===== config.mk =====
export PLATFORM = sky130hd
export DESIGN_NAME = lam_top
export DESIGN_NICKNAME = d
export VERILOG_FILES = /design/src/hw/lam_pkg.sv /design/src/hw/lam_chan_if.sv /design/src/hw/lam_chan.sv /design/src/hw/lam_top.sv
export SDC_FILE = /design/constraint.sdc
export NUM_CORES = 2
export LEC_CHECK = 0
export BUFFER_PORTS_ARGS = -buffer_cell sky130_fd_sc_hd__clkbuf_2
export CAP_MARGIN = 25
export CORE_UTILIZATION = 35
export DETAILED_ROUTE_END_ITERATION = 10
export PLACE_DENSITY = 0.62
export SETUP_SLACK_MARGIN = 0.02
export SLEW_MARGIN = 20
export SYNTH_ARGS = -nofsm -noshare
export SYNTH_HDL_FRONTEND = slang
export SYNTH_SLANG_ARGS = --single-unit
export TNS_END_PERCENT = 5

===== constraint.sdc =====
create_clock -name CLK -period 6.9 [get_ports CLK]
set_clock_uncertainty 0.2 [all_clocks]
set_input_delay 2.07 -clock CLK [delete_from_list [all_inputs] [get_ports CLK]]
set_output_delay 2.07 -clock CLK [all_outputs]
set_load 0.005 [all_outputs]

===== src/hw/lam_pkg.sv =====
/*
 * lam_pkg: register map, field positions, reset values and detector counts
 * for the line alarm status monitor.
 * Assumes: every file of the block imports the whole package.
 */
package lam_pkg;
    // ----------------------------------------------------------------
    // channel count and data widths
    // ----------------------------------------------------------------
    localparam int NCH = 12;
    localparam int AMP_W = 8;
    localparam int FILL_W = 6;

    // ----------------------------------------------------------------
    // register indices (byte address = 4 * index)
    // ----------------------------------------------------------------
    localparam logic [3:0] IDX_LO_STATUS = 4'h3;  // channel alarm status at 0xm3
    localparam logic [3:0] IDX_LO_CTRL = 4'h0;    // channel control at 0xm0
    localparam logic [7:0] IDX_CFG = 8'hf0;
    localparam logic [7:0] IDX_IRQ_ST = 8'hf1;
    localparam logic [7:0] IDX_IRQ_MASK = 8'hf2;

    // ----------------------------------------------------------------
    // alarm status bits; 0, 6 and 7 read as zero
    // ----------------------------------------------------------------
    localparam int ST_LOS = 1;
    localparam int ST_LOL = 2;
    localparam int ST_FL = 3;
    localparam int ST_ALOS = 4;
    localparam int ST_DLOS = 5;

    // ----------------------------------------------------------------
    // channel control and global configuration fields
    // ----------------------------------------------------------------
    localparam logic [1:0] MODE_DS3 = 2'h0;
    localparam logic [1:0] MODE_E3 = 2'h1;
    localparam logic [1:0] MODE_STS1 = 2'h2;
    localparam int CTRL_MODE_LSB = 0;
    localparam int CTRL_JA_EN = 2;
    localparam int CTRL_JA_DEEP = 3;
    localparam logic [3:0] CTRL_RESET = 4'h0;
    localparam int CFG_DECL_LSB = 0;
    localparam int CFG_CLR_LSB = 8;
    localparam int CFG_SYNTH = 16;
    localparam logic [16:0] CFG_RESET = 17'h03020;
    localparam logic [1:0] RESP_OKAY = 2'h0;
    localparam logic [1:0] RESP_SLVERR = 2'h2;

    // ----------------------------------------------------------------
    // detector counts, in bit periods, reference periods or FIFO entries
    // ----------------------------------------------------------------
    localparam int DLOS_ZERO_RUN = 160;
    localparam int DENS_WIN = 32;
    localparam int DENS_PCT = 33;
    localparam int DENS_MIN = (DENS_PCT * DENS_WIN + 99) / 100;
    localparam int LOL_WIN = 2000;
    localparam int LOL_PPM = 5000;
    localparam int LOL_TOL = LOL_WIN * LOL_PPM / 1000000;
    localparam int FL_MARGIN = 2;
    localparam int DEPTH_SHALLOW = 16;
    localparam int DEPTH_DEEP = 32;
endpackage


===== src/hw/lam_chan_if.sv =====
/*
 * lam_chan_if: per-channel signals between the register top and one channel.
 * Assumes: all signals are on CLK.
 */
`timescale 1ns/10ps
interface lam_chan_if;
    import lam_pkg::*;
    logic line_tick;
    logic line_pulse;
    logic ref_tick;
    logic g775_los;
    logic [AMP_W-1:0] amp;
    logic [AMP_W-1:0] decl_th;
    logic [AMP_W-1:0] clr_th;
    logic [FILL_W-1:0] fill;
    logic [1:0] mode;
    logic ja_en;
    logic ja_deep;
    logic dlos;
    logic alos;
    logic los;
    logic clock_lock_loss;
    logic fl;
    modport mon (input line_tick, line_pulse, ref_tick, g775_los, amp, decl_th, clr_th,
        fill, mode, ja_en, ja_deep, output dlos, alos, los, clock_lock_loss, fl);
    modport host (output line_tick, line_pulse, ref_tick, g775_los, amp, decl_th, clr_th,
        fill, mode, ja_en, ja_deep, input dlos, alos, los, clock_lock_loss, fl);
endinterface


===== src/hw/lam_chan.sv =====
/*
 * lam_chan: alarm detectors of one channel (digital and analog loss of
 * signal, FIFO limit, loss of lock).
 * Assumes: tick and pulse inputs are one-cycle enables made on CLK.
 */
`timescale 1ns/10ps
module lam_chan
    import lam_pkg::*;
(
    input wire logic clk,
    input wire logic nrst,
    lam_chan_if.mon ch
);
    logic [7:0] zero_run;
    logic [4:0] win_cnt;
    logic [5:0] ones;
    logic [10:0] ref_cnt;
    logic [11:0] rec_cnt;
    logic dlos;
    logic alos;
    logic clock_lock_loss;
    logic fl;

    // ----------------------------------------------------------------
    // detector decisions
    // ----------------------------------------------------------------
    wire ds3like = ch.mode != MODE_E3;
    wire zero_done = ch.line_tick && !ch.line_pulse && zero_run == 8'(DLOS_ZERO_RUN - 1);
    wire [5:0] ones_next = ones + 6'(ch.line_pulse);
    wire win_last = ch.line_tick && win_cnt == 5'(DENS_WIN - 1);
    wire dens_ok = win_last && ones_next >= 6'(DENS_MIN);
    wire next_dlos = ds3like && (zero_done || (dlos && !dens_ok));
    // hysteresis: once declared, only amplitude above the upper level or E3 mode clears
    wire next_alos = ds3like && (ch.amp < ch.decl_th || (alos && ch.amp <= ch.clr_th));
    wire win_end = ch.ref_tick && ref_cnt == 11'(LOL_WIN - 1);
    wire [11:0] rec_now = rec_cnt + 12'(ch.line_tick);
    wire [11:0] dev = rec_now > 12'(LOL_WIN) ? rec_now - 12'(LOL_WIN) : 12'(LOL_WIN) - rec_now;
    wire off_freq = dev >= 12'(LOL_TOL);
    wire [5:0] depth = ch.ja_deep ? 6'(DEPTH_DEEP) : 6'(DEPTH_SHALLOW);
    wire near_edge = ch.fill <= 6'(FL_MARGIN) || ch.fill >= depth - 6'(FL_MARGIN);

    // ----------------------------------------------------------------
    // detector state
    // ----------------------------------------------------------------
    always_ff @(posedge clk)
    begin
        if (!nrst)
        begin
            zero_run <= 8'h00;
            win_cnt <= 5'h00;
            ones <= 6'h00;
            ref_cnt <= 11'h000;
            rec_cnt <= 12'h000;
            dlos <= 1'b0;
            alos <= 1'b0;
            clock_lock_loss <= 1'b0;
            fl <= 1'b0;
        end
        else
        begin
            if (ch.line_tick)
            begin
                // saturating run length, so a long silence never wraps
                zero_run <= ch.line_pulse ? 8'h00 :
                    (zero_run < 8'(DLOS_ZERO_RUN) ? zero_run + 8'h01 : zero_run);
                win_cnt <= win_cnt + 5'h01;
                ones <= win_last ? 6'h00 : ones_next;
            end
            if (ch.ref_tick)
                ref_cnt <= win_end ? 11'h000 : ref_cnt + 11'h001;
            // hold at full scale rather than wrap; a full count must never read as empty
            rec_cnt <= win_end ? 12'h000 : (rec_cnt == 12'hfff ? rec_cnt : rec_now);
            dlos <= next_dlos;
            alos <= next_alos;
            clock_lock_loss <= win_end ? off_freq : clock_lock_loss;
            fl <= ch.ja_en && near_edge;
        end
    end

    // ----------------------------------------------------------------
    // outputs; in E3 the combined state follows the G.775 detector
    // ----------------------------------------------------------------
    assign ch.dlos = dlos;
    assign ch.alos = alos;
    assign ch.clock_lock_loss = clock_lock_loss;
    assign ch.fl = fl;
    assign ch.los = ds3like ? (dlos || alos) : ch.g775_los;

    // ----------------------------------------------------------------
    // assertions
    // ----------------------------------------------------------------
    property p_dlos_set;
        @(posedge clk) disable iff (!nrst) (ds3like && zero_done) |=> dlos;
    endproperty
    a_dlos_set: assert property (p_dlos_set) else $error("dlos not set after zero run");
    property p_dlos_clr;
        @(posedge clk) disable iff (!nrst) (dlos && dens_ok && !zero_done) |=> !dlos;
    endproperty
    a_dlos_clr: assert property (p_dlos_clr) else $error("dlos not cleared by density");
    property p_alos_decl;
        @(posedge clk) disable iff (!nrst) (ds3like && ch.amp < ch.decl_th) |=> alos;
    endproperty
    a_alos_decl: assert property (p_alos_decl) else $error("alos not declared");
    property p_alos_hyst;
        @(posedge clk) disable iff (!nrst)
            (alos && ds3like && ch.amp <= ch.clr_th) |=> alos;
    endproperty
    a_alos_hyst: assert property (p_alos_hyst) else $error("alos cleared below clr level");
    property p_los_or;
        @(posedge clk) disable iff (!nrst) ($rose(dlos) && ds3like) |-> ch.los;
    endproperty
    a_los_or: assert property (p_los_or) else $error("los misses dlos");
    property p_los_e3;
        @(posedge clk) disable iff (!nrst) (!ds3like) |-> (ch.los == ch.g775_los) ##1 !dlos;
    endproperty
    a_los_e3: assert property (p_los_e3) else $error("e3 los not from g775");
    property p_fl_off;
        @(posedge clk) disable iff (!nrst) (!ch.ja_en) |=> !fl;
    endproperty
    a_fl_off: assert property (p_fl_off) else $error("fl set while ja disabled");
    property p_fl_edge;
        @(posedge clk) disable iff (!nrst) ##1 (fl == $past(ch.ja_en && near_edge));
    endproperty
    a_fl_edge: assert property (p_fl_edge) else $error("fl wrong for fill");
    property p_lol;
        @(posedge clk) disable iff (!nrst) win_end |=> (clock_lock_loss == $past(off_freq));
    endproperty
    a_lol: assert property (p_lol) else $error("lol not updated at window end");
    c_dlos: cover property (@(posedge clk) disable iff (!nrst) $rose(dlos));
    c_dlos_clr: cover property (@(posedge clk) disable iff (!nrst) $fell(dlos));
    c_lol: cover property (@(posedge clk) disable iff (!nrst) $rose(clock_lock_loss));
    c_fl: cover property (@(posedge clk) disable iff (!nrst) $rose(fl));
endmodule // lam_chan


===== src/hw/lam_top.sv =====
/*
 * lam_top: twelve-channel line alarm status monitor with an AXI4-Lite
 * register slave, per-channel control and a level interrupt.
 * Assumes: line ticks, pulses, reference ticks, amplitude and fill words
 * come from on-chip receive logic on CLK; one write and one read at a time.
 */
`timescale 1ns/10ps

// Notes on behaviour
// - in DS3 and STS-1 the digital detector declares after 160 bit periods with no pulse.
// - in DS3 and STS-1 the digital detector clears once pulse density reaches 33 percent.
// - status bit 5 is the read-only digital detector state.
// - in DS3 and STS-1 the analog detector declares when amplitude drops below its lower level.
// - in DS3 and STS-1 the analog detector clears only above a higher level and shows at read-only bit 4.
// - in DS3 and STS-1 channel loss of signal is the OR of the analog and digital detectors.
// - the combined loss of signal reads at bit 1 of the status register.
// - the FIFO limit alarm at bit 3 rises when fill is within two of overflow or underrun.
// - the FIFO limit alarm falls as soon as fill leaves that margin.
// - the FIFO limit alarm stays low while the jitter attenuator is disabled.
// - loss of lock is declared when the recovered rate is 0.5 percent or more off reference.
// - status bit 2 is the read-only loss of lock state.
// - channels 0 to 11 each have their own status register at index 0xm3.
// - in E3 the combined loss of signal follows the G.775 detector.
module lam_top
    import lam_pkg::*;
#(
    parameter int ADDR_W = 12
)(
    input wire logic CLK,
    input wire logic NRST,
    input wire logic [ADDR_W-1:0] S_AXI_AWADDR,
    input wire logic S_AXI_AWVALID,
    output logic S_AXI_AWREADY,
    input wire logic [31:0] S_AXI_WDATA,
    input wire logic [3:0] S_AXI_WSTRB,
    input wire logic S_AXI_WVALID,
    output logic S_AXI_WREADY,
    output logic [1:0] S_AXI_BRESP,
    output logic S_AXI_BVALID,
    input wire logic S_AXI_BREADY,
    input wire logic [ADDR_W-1:0] S_AXI_ARADDR,
    input wire logic S_AXI_ARVALID,
    output logic S_AXI_ARREADY,
    output logic [31:0] S_AXI_RDATA,
    output logic [1:0] S_AXI_RRESP,
    output logic S_AXI_RVALID,
    input wire logic S_AXI_RREADY,
    input wire logic [NCH-1:0] LINE_TICK,
    input wire logic [NCH-1:0] LINE_PULSE,
    input wire logic [NCH-1:0] REF_OSC_TICK,
    input wire logic SYNTH_TICK,
    input wire logic [NCH-1:0] G775_LOS,
    input wire logic [NCH*AMP_W-1:0] AMP,
    input wire logic [NCH*FILL_W-1:0] FIFO_FILL,
    output logic IRQ
);
    // ----------------------------------------------------------------
    // channel index helper: m = 0..5 -> ch 0..5, m = 8..13 -> ch 6..11
    // ----------------------------------------------------------------
    function automatic logic [4:0] m_to_ch(input logic [3:0] m);
        logic [4:0] r;
        r = 5'h00;
        if (m < 4'h6)
            r = {1'b1, m};
        else if (m >= 4'h8 && m <= 4'hd)
            r = {1'b1, m - 4'h2};
        return r;
    endfunction

    // ----------------------------------------------------------------
    // state
    // ----------------------------------------------------------------
    logic [3:0] ctrl [NCH];
    logic [16:0] cfg;
    logic [2*NCH-1:0] irq_st;
    logic [2*NCH-1:0] irq_mask;
    logic [NCH-1:0] los_prev;
    logic [NCH-1:0] lol_prev;
    logic [NCH-1:0] los_v;
    logic [NCH-1:0] lol_v;
    logic [7:0] st_word [NCH];
    logic bvalid;
    logic [1:0] bresp;
    logic rvalid;
    logic [31:0] rdata;
    logic [1:0] rresp;

    // ----------------------------------------------------------------
    // address decode
    // ----------------------------------------------------------------
    wire [7:0] wr_idx = S_AXI_AWADDR[9:2];
    wire [7:0] rd_idx = S_AXI_ARADDR[9:2];
    wire [4:0] wr_chv = m_to_ch(wr_idx[7:4]);
    wire [4:0] rd_chv = m_to_ch(rd_idx[7:4]);
    wire [3:0] wr_ch = wr_chv[3:0];
    wire [3:0] rd_ch = rd_chv[3:0];
    wire wr_hs = S_AXI_AWVALID && S_AXI_WVALID && !bvalid;
    wire wr_ctrl = wr_chv[4] && wr_idx[3:0] == IDX_LO_CTRL;
    wire wr_st = wr_chv[4] && wr_idx[3:0] == IDX_LO_STATUS;
    wire wr_cfg = wr_idx == IDX_CFG;
    wire wr_ist = wr_idx == IDX_IRQ_ST;
    wire wr_imask = wr_idx == IDX_IRQ_MASK;
    wire wr_ok = wr_ctrl || wr_st || wr_cfg || wr_ist || wr_imask;
    wire rd_hs = S_AXI_ARVALID && !rvalid;
    wire rd_ctrl = rd_chv[4] && rd_idx[3:0] == IDX_LO_CTRL;
    wire rd_st = rd_chv[4] && rd_idx[3:0] == IDX_LO_STATUS;
    wire rd_ok = rd_ctrl || rd_st || rd_idx == IDX_CFG || rd_idx == IDX_IRQ_ST ||
        rd_idx == IDX_IRQ_MASK;
    wire [31:0] bmask = {{8{S_AXI_WSTRB[3]}}, {8{S_AXI_WSTRB[2]}},
        {8{S_AXI_WSTRB[1]}}, {8{S_AXI_WSTRB[0]}}};
    wire [31:0] wbits = S_AXI_WDATA & bmask;

    // ----------------------------------------------------------------
    // channels
    // ----------------------------------------------------------------
    lam_chan_if chif [NCH] ();

    genvar g;
    generate
        for (g = 0; g < NCH; g++)
        begin : gch
            // the synthesizer tick replaces every oscillator tick in single reference mode
            assign chif[g].line_tick = LINE_TICK[g];
            assign chif[g].line_pulse = LINE_PULSE[g];
            assign chif[g].ref_tick = cfg[CFG_SYNTH] ? SYNTH_TICK : REF_OSC_TICK[g];
            assign chif[g].g775_los = G775_LOS[g];
            assign chif[g].amp = AMP[g*AMP_W +: AMP_W];
            assign chif[g].decl_th = cfg[CFG_DECL_LSB +: AMP_W];
            assign chif[g].clr_th = cfg[CFG_CLR_LSB +: AMP_W];
            assign chif[g].fill = FIFO_FILL[g*FILL_W +: FILL_W];
            assign chif[g].mode = ctrl[g][CTRL_MODE_LSB +: 2];
            assign chif[g].ja_en = ctrl[g][CTRL_JA_EN];
            assign chif[g].ja_deep = ctrl[g][CTRL_JA_DEEP];

            lam_chan u_chan (
                .clk(CLK),
                .nrst(NRST),
                .ch(chif[g])
            );

            // live status word, nothing latched
            assign st_word[g] = {2'h0, chif[g].dlos, chif[g].alos, chif[g].fl,
                chif[g].clock_lock_loss, chif[g].los, 1'b0};
            assign los_v[g] = chif[g].los;
            assign lol_v[g] = chif[g].clock_lock_loss;

            property p_rd_status;
                @(posedge CLK) disable iff (!NRST)
                    (S_AXI_ARVALID && S_AXI_ARREADY && rd_st && rd_ch == 4'(g))
                    |=> (S_AXI_RDATA[ST_DLOS] == $past(chif[g].dlos))
                    && (S_AXI_RDATA[ST_LOS] == $past(chif[g].los))
                    && (S_AXI_RDATA[ST_LOL] == $past(chif[g].clock_lock_loss)) && S_AXI_RVALID;
            endproperty
            a_rd_status: assert property (p_rd_status) else $error("status read mismatch");
        end
    endgenerate

    // ----------------------------------------------------------------
    // read selection
    // ----------------------------------------------------------------
    wire [31:0] rd_word =
        rd_st ? {24'h000000, st_word[rd_ch]} :
        rd_ctrl ? {28'h0000000, ctrl[rd_ch]} :
        rd_idx == IDX_CFG ? {15'h0000, cfg} :
        rd_idx == IDX_IRQ_ST ? {8'h00, irq_st} :
        rd_idx == IDX_IRQ_MASK ? {8'h00, irq_mask} : 32'h00000000;

    // ----------------------------------------------------------------
    // events: rising loss of signal and rising loss of lock
    // ----------------------------------------------------------------
    wire [2*NCH-1:0] ev = {lol_v & ~lol_prev, los_v & ~los_prev};
    wire [2*NCH-1:0] ist_clr = (wr_hs && wr_ist) ? wbits[2*NCH-1:0] : '0;
    // a new event beats a write-one-to-clear in the same cycle
    wire [2*NCH-1:0] next_irq_st = (irq_st & ~ist_clr) | ev;

    // ----------------------------------------------------------------
    // control registers; status writes fall through untouched
    // ----------------------------------------------------------------
    always_ff @(posedge CLK)
    begin
        for (int i = 0; i < NCH; i++)
        begin
            if (!NRST)
                ctrl[i] <= CTRL_RESET;
            else if (wr_hs && wr_ctrl && wr_ch == 4'(i))
                ctrl[i] <= (ctrl[i] & ~bmask[3:0]) | wbits[3:0];
        end
    end

    // global configuration and interrupt registers
    always_ff @(posedge CLK)
    begin
        if (!NRST)
        begin
            cfg <= CFG_RESET;
            irq_st <= '0;
            irq_mask <= '0;
            los_prev <= '0;
            lol_prev <= '0;
        end
        else
        begin
            if (wr_hs && wr_cfg)
                cfg <= (cfg & ~bmask[16:0]) | wbits[16:0];
            if (wr_hs && wr_imask)
                irq_mask <= (irq_mask & ~bmask[2*NCH-1:0]) | wbits[2*NCH-1:0];
            irq_st <= next_irq_st;
            los_prev <= los_v;
            lol_prev <= lol_v;
        end
    end

    // ----------------------------------------------------------------
    // write response: one cycle after address and data are taken together
    // ----------------------------------------------------------------
    always_ff @(posedge CLK)
    begin
        if (!NRST)
        begin
            bvalid <= 1'b0;
            bresp <= RESP_OKAY;
        end
        else if (wr_hs)
        begin
            bvalid <= 1'b1;
            bresp <= wr_ok ? RESP_OKAY : RESP_SLVERR;
        end
        else if (S_AXI_BREADY)
            bvalid <= 1'b0;
    end

    // ----------------------------------------------------------------
    // read response: data registered one cycle after the address
    // ----------------------------------------------------------------
    always_ff @(posedge CLK)
    begin
        if (!NRST)
        begin
            rvalid <= 1'b0;
            rdata <= 32'h00000000;
            rresp <= RESP_OKAY;
        end
        else if (rd_hs)
        begin
            rvalid <= 1'b1;
            rdata <= rd_word;
            rresp <= rd_ok ? RESP_OKAY : RESP_SLVERR;
        end
        else if (S_AXI_RREADY)
            rvalid <= 1'b0;
    end

    // ----------------------------------------------------------------
    // outputs
    // ----------------------------------------------------------------
    // address and data are only taken together, which keeps a single write path
    assign S_AXI_AWREADY = S_AXI_AWVALID && S_AXI_WVALID && !bvalid;
    assign S_AXI_WREADY = S_AXI_AWVALID && S_AXI_WVALID && !bvalid;
    assign S_AXI_BVALID = bvalid;
    assign S_AXI_BRESP = bresp;
    assign S_AXI_ARREADY = !rvalid;
    assign S_AXI_RVALID = rvalid;
    assign S_AXI_RDATA = rdata;
    assign S_AXI_RRESP = rresp;
    assign IRQ = |(irq_st & irq_mask);

    // ----------------------------------------------------------------
    // assertions
    // ----------------------------------------------------------------
    property p_st_write_ignored;
        @(posedge CLK) disable iff (!NRST)
            (wr_hs && wr_st) |=> (S_AXI_BRESP == RESP_OKAY) && S_AXI_BVALID
            && $stable(cfg) && $stable(irq_mask);
    endproperty
    a_st_write_ignored: assert property (p_st_write_ignored) else $error("status write had effect");
    property p_map_hole;
        @(posedge CLK) disable iff (!NRST)
            (rd_hs && rd_idx[3:0] == IDX_LO_STATUS && !rd_chv[4])
            |=> S_AXI_RRESP == RESP_SLVERR;
    endproperty
    a_map_hole: assert property (p_map_hole) else $error("hole in channel map answered");
    property p_irq_sticky;
        @(posedge CLK) disable iff (!NRST) (ev[0]) |=> irq_st[0];
    endproperty
    a_irq_sticky: assert property (p_irq_sticky) else $error("los event lost");
    c_wr: cover property (@(posedge CLK) disable iff (!NRST) wr_hs && wr_ctrl);
    c_rd_st: cover property (@(posedge CLK) disable iff (!NRST) rd_hs && rd_st);
    c_irq: cover property (@(posedge CLK) disable iff (!NRST) $rose(IRQ));
endmodule // lam_top


# After elaboration in Yosys (flattened, before gate mapping)
# Memories as Yosys holds them, arrays and structs flattened.
# Index checks and enable logic that the tools add are counted.
[classes]
add_sub_neg = 98
mul = 0
n_div = 0
n_lt_le_gt_ge = 103
eq_ne = 79
shift = 0
mux = 164
n_bitwise = 54
n_reduce_logical = 269
[ops]
columns = ["op", "count"]
rows = [
  ["$mux 8", 26],
  ["$logic_and 1x1->1", 145],
  ["$add 12x1->12", 12],
  ["$eq 12x12->1 const B", 12],
  ["$eq 8x8->1 const B", 18],
  ["$ge 12x4->1 const B", 12],
  ["$gt 12x11->1 const B", 12],
  ["$mux 12", 12],
  ["$mux 24", 6],
  ["$mux 6", 24],
  ["$sub 11x12->12 const A", 12],
  ["$sub 12x11->12 const B", 12],
  ["$add 11x1->11 const B", 12],
  ["$eq 11x11->1 const B", 12],
  ["$mux 11", 12],
  ["$add 8x1->8 const B", 12],
  ["$and 24x24->24", 4],
  ["$le 8x8->1", 12],
  ["$lt 8x8->1", 12],
  ["$lt 8x8->1 const B", 12],
  ["$add 6x1->6", 12],
  ["$ge 6x4->1 const B", 12],
  ["$ge 6x6->1", 12],
  ["$le 6x2->1 const B", 12],
  ["38 further kinds", 328],
]
[word_totals]
register_bits = 679
latch_bits = 0
mem_bits_rw = 48
romBits = 0
inputBits = 284
out_inout_bits = 42
n_memories = 1
[mem_list]
columns = ["memory", "words", "word_bits", "read_ports", "rd_clocked_by_memory_dff", "wr", "line", "text"]
rows = [
  ["ctrl", 12, 4, 13, 0, 12, "lam_top.sv:73", "logic [3:0] ctrl [NCH];"],
]

# Logic depth before layout (Yosys ltp)
[depth]
depth_word = 11
ltp_mapped = 15

# By module
# A second synthesis with hierarchy kept.
[hier_totals]
hier_cells = 5555
hier_area_um2 = 45178.3
[by_module_without_submodules]
columns = ["module", "instances", "cells_each", "area_per_inst_um2"]
rows = [
  ["lam_chan (gch[10].u_chan ...)", 9, 381, 3042.9],
  ["lam_top", 1, 989, 8618.3],
  ["lam_chan (gch[0].u_chan ...)", 2, 380, 3041.7],
  ["lam_chan (gch[9].u_chan)", 1, 377, 3090.5],
]

# Worst setup path before layout
# Ideal clock, no wire load.
[synth_timing]
path_type = "input-to-output"
startpoint = "in S_AXI_WVALID"
endpoint = "out S_AXI_WREADY"
t_arrival_ns = 2.522
required_ns = 4.630
path_slack_ns = 2.108
stages = 3
cell_sequence = "nand3b_1 inv_1 buf_4"
[synth_via]
elab_chain_len = 2
[synth_lines]
columns = ["element", "line", "text"]
rows = [
  ["start, declared", "lam_top.sv:36", "input wire logic S_AXI_WVALID,"],
  ["$logic_and 1x1->1 (2 in series)", "n/a", ""],
  ["end, declared", "lam_top.sv:37", "output logic S_AXI_WREADY,"],
]
# Every way passes these cells.

# Worst setup path in the final report
[layout_timing]
startpoint = "in S_AXI_AWVALID"
endpoint = "out S_AXI_WREADY"
[layout_via]
elab_chain_len = 2
[layout_lines]
columns = ["element", "line", "text"]
rows = [
  ["start, declared", "lam_top.sv:32", "input wire logic S_AXI_AWVALID,"],
  ["$logic_and 1x1->1 (2 in series)", "lam_top.sv:258", "assign S_AXI_WREADY = S_AXI_AWVALID && S_AXI_WVALID && !bvalid;"],
]
# Every way passes these cells.

==> impl_results.md <==
- Outcome: finished, final reports clean
- Maximum clock rate: between 0.15 and 0.2 GHz
- Sequential cell area fraction in the yosys report: 0.344
- Power Density: roughly 200 nW/um2
- Met3 layer usage reported by global route: 0.0331
- Maximum Capacitance Violations: 0
- Max Buffers Root-to-Sink: 3
- Slew at the pin closest to its max-slew limit: between 1 and 1.5 ns
- Commonest register cell after synthesis: sky130_fd_sc_hd__dfxtp_1
- Global-route wire length before repair: 194,000 um
- Number of buffers inserted by post-CTS setup repair: 0
- Launch point of the worst path: S_AXI_AWVALID
- Fraction of registers with async set/reset: 0
- Final Max Tran Viols: 0
- Worst Hold Class: flip-flop to flip-flop
- Number of global-route vias before repair: 35,106
- Most Used Layer, Global Route: met2
- Share of post-route cells with drive strength above 1: 0.0976
- Kind of critical path: input port to output pin
- Clock slew at the register clock pins of the worst setup and hold paths: 0.06 ns
- Maximum number of pins on one net before global-route repair: between 150 and 200
- Final GP Congestion: 0.921
- Buffers on Ports: slightly below 300
- Flip-flop and latch count after synthesis: just over 700
- Final-stage net count: 6,036
- Startpoint of the worst-slack reg-to-reg timing path: gch[8].u_chan.rec_cnt[0]
- Post-synthesis average cell area: 8.21 um2
- Final worst path period share: 0.759
- Number of clock buffers inserted by TritonCTS: between 70 and 80
- Post-synth EDFFs: 48
- Count of routing violations after the opening detailed-route iteration: 2,656
- Req. time, crit path: 4.63 ns
- Post-CTS Hold Buffers: 0
- Vertical die dimension: 353 um
- Netlist area before placement: 43,200 um2
- Cell chosen for the clock root: sky130_fd_sc_hd__clkbuf_16
- Number of antenna violations at the first check in global routing: 21
- Worst Setup EP: S_AXI_WREADY
- Highest ir drop seen on vdd: 166 uV
- CTS HTree Levels: 3
- Setup crit end kind: output pin
- Top-Level Pins: 326
- Initial DRT Pass Iterations: 5
- Startpoint class of the critical path: input port
- Sum of overflow across all layers after global routing: 0
- Sum Neg Setup Slack: 0 ns
- Hold wc startpoint: gch[3].u_chan.zero_run[7]
- Number of vias after detailed routing: 38,057
- Leakage power: 18.9 nW
- Global-route track usage on met1: 0.252
- Minimum setup slack among reg-to-reg paths: between 3 and 4 ns
- Met2 track demand over resource in global routing: 0.319
- Vias per cell: 5.34
- DIE AREA: 125,000 um2
- Worst slew margin: 0.272
- Clk sink count: ~720
- Depth of the worst register-to-register path: 10
- Final Hold Slack: 0.260 ns
- Growth of design area from synthesis to finish: 12.4%
- Avg WL per Cell: ~17 um
- Clock latency on the worst-skew pair: 0.65 ns
- Number of design rule violations left after detail routing: 0
- Core Footprint: 122,000 um2
- Core Rows: 128
- Number of hold-slack violations in the final timing report: 0
- Crit Reg-Reg Endpoint: gch[8].u_chan.ch.clock_lock_loss
- Width of the die: 353 um
- Half-perimeter wire length of the detailed placement result: 93,200 um
- Clock period minus worst slack: 5.24 ns
- Unrepaired setup endpoints after global routing: false
- Wire length reported by the detailed router: 124,000 um
- Data arrival time of the critical path: about 3.0 ns
- Distinct cells, synth: a little under 100
- TritonCTS clock tree: done
- Post_cts resized: 0
- Final ANT Viol Nets: 0
- CP Max Fanout: 10
- Yosys synthesis warning count: 0
- Total global routing track utilization: 0.191
- Initial cell density of the core: 0.354
- Syn Inst Count: approximately 5,300
- Number of failing setup endpoints in the final timing report: 0
## cell type report
| type | count | area, um2 |
|---|---|---|
| Clock inverter | 32 | 304 |
| Antenna cell | 8 | 20.0 |
| Tap cell | 1625 | 2030 |
| Clock buffer | 111 | 2320 |
| Inverter | 139 | 529 |
| Multi-Input combinational cell | 4176 | 26800 |
| Sequential cell | 717 | 14800 |
| Timing Repair Buffer | 314 | 1660 |
| Fill cell | 12384 | 73500 |
## placed cells by master, fill, tap and decap left out, drive strengths merged, types with 168 or more instances in the layout
master / n
nand2: 453
nand3: 221
xnor2: 168
nor2: 630
xor2: 234
dfxtp: 669
ha: 326
a21oi: 562
o21ai: 219
clkbuf: 408
## metrics by stage
stage	utilization	instances	power, mW	worst slack [ns]	cell area (um2)
after floorplan	-	5263	5.08	2.11	43200
after global placement	0.376	6970	5.39	1.37	45800
after detailed placement	0.376	6971	5.41	1.32	45900
after CTS	0.397	7114	9.71	1.66	48500
after global routing	0.398	7119	10.0	1.52	48500
final	0.398	7122	9.61	1.66	48500
## kinds of logic after synthesis
group	after synthesis	share of synthesized area
fa+ha+maj	326	0.0945
other cells	1	0.0000869
buf+inv	370	0.0364
flops	717	0.344
mux	86	0.0274
simple gates	2125	0.244
compound gates	1227	0.172
xor+xnor	402	0.0819
## report_power, final
| part | switching, mW | total [mW] | leakage, nW | internal (mW) |
|---|---|---|---|---|
| Combinational | 0.590 | 0.977 | 11.7 | 0.387 |
| Sequential | 0.0870 | 4.36 | 5.91 | 4.27 |
| Clock | 1.77 | 4.28 | 1.30 | 2.50 |
## registers in the layout (all words and copies together) (netlist names), 24 cells and up, named ones only
name and flops:
gch.u_chan.win_cnt 60, gch.u_chan.zero_run 96, gch.u_chan.ref_cnt 132, gch.u_chan.ones 72, irq_st 24, gch.u_chan.rec_cnt 144
S_AXI_RDATA 24, ctrl 48
## cell usage after synthesis (11+ instances only)
cell type | count | area share
sky130_fd_sc_hd__mux4_2 | 25 | 0.013
sky130_fd_sc_hd__nor2_1 | 627 | 0.055
sky130_fd_sc_hd__a31oi_1 | 59 | 0.0086
sky130_fd_sc_hd__xor2_1 | 234 | 0.047
sky130_fd_sc_hd__dfxtp_1 | 669 | 0.31
sky130_fd_sc_hd__o311ai_0 | 17 | 0.0034
sky130_fd_sc_hd__a21o_1 | 113 | 0.020
sky130_fd_sc_hd__inv_1 | 138 | 0.012
sky130_fd_sc_hd__nand4_1 | 124 | 0.018
sky130_fd_sc_hd__or2_2 | 11 | 0.0016
sky130_fd_sc_hd__nand3_1 | 216 | 0.025
sky130_fd_sc_hd__xnor2_1 | 166 | 0.034
sky130_fd_sc_hd__nor4b_1 | 13 | 0.0026
sky130_fd_sc_hd__a2111o_1 | 12 | 0.0031
sky130_fd_sc_hd__nand2b_1 | 117 | 0.017
sky130_fd_sc_hd__ha_1 | 326 | 0.095
sky130_fd_sc_hd__nand2_1 | 450 | 0.039
sky130_fd_sc_hd__mux2i_1 | 54 | 0.013
sky130_fd_sc_hd__buf_4 | 20 | 0.0035
sky130_fd_sc_hd__and4_1 | 18 | 0.0037
sky130_fd_sc_hd__a211oi_1 | 16 | 0.0028
sky130_fd_sc_hd__nand3b_1 | 20 | 0.0035
sky130_fd_sc_hd__o211ai_1 | 22 | 0.0038
sky130_fd_sc_hd__edfxtp_1 | 48 | 0.033
sky130_fd_sc_hd__o22ai_1 | 14 | 0.0020
sky130_fd_sc_hd__nor3_1 | 122 | 0.014
sky130_fd_sc_hd__nor4bb_1 | 13 | 0.0030
sky130_fd_sc_hd__nor4_1 | 24 | 0.0035
sky130_fd_sc_hd__a21oi_1 | 560 | 0.065
sky130_fd_sc_hd__clkbuf_1 | 138 | 0.012
sky130_fd_sc_hd__o21a_1 | 20 | 0.0035
sky130_fd_sc_hd__o31ai_1 | 17 | 0.0030
sky130_fd_sc_hd__or3_1 | 52 | 0.0075
sky130_fd_sc_hd__o21ai_0 | 216 | 0.025
sky130_fd_sc_hd__nor3b_1 | 27 | 0.0047
sky130_fd_sc_hd__and2_1 | 48 | 0.0070
sky130_fd_sc_hd__a22oi_1 | 43 | 0.0075
sky130_fd_sc_hd__nor2b_1 | 112 | 0.016
sky130_fd_sc_hd__buf_1 | 13 | 0.0011
sky130_fd_sc_hd__and3_1 | 89 | 0.013
sky130_fd_sc_hd__buf_2 | 54 | 0.0063
## worst min-delay path by stage
stage	end	depth (start not counted)	slack, ns
final	gch[3].u_chan.zero_run[7]	2	0.26
after global placement	gch[1].u_chan.zero_run[7]	2	0.24
after floorplan	gch[0].u_chan.zero_run[7]	2	0.23
after CTS	gch[3].u_chan.zero_run[7]	2	0.26
after detailed placement	gch[3].u_chan.zero_run[7]	2	0.25
after global routing	gch[10].u_chan.ref_cnt[1]	2	0.29
## layer usage
layer | share of wire | wire, um
met1 | 0.46 | 56600
met4 | 0.020 | 2510
met3 | 0.061 | 7530
met5 | 0.0013 | 159
met2 | 0.46 | 56700
## critical path, stage by stage
cell,delay (ns)
sky130_fd_sc_hd__clkbuf_2,0.08
sky130_fd_sc_hd__nand3b_1,0.47
sky130_fd_sc_hd__inv_1,0.21
sky130_fd_sc_hd__clkbuf_2,0.14
(Power assumes the default switching activity.)
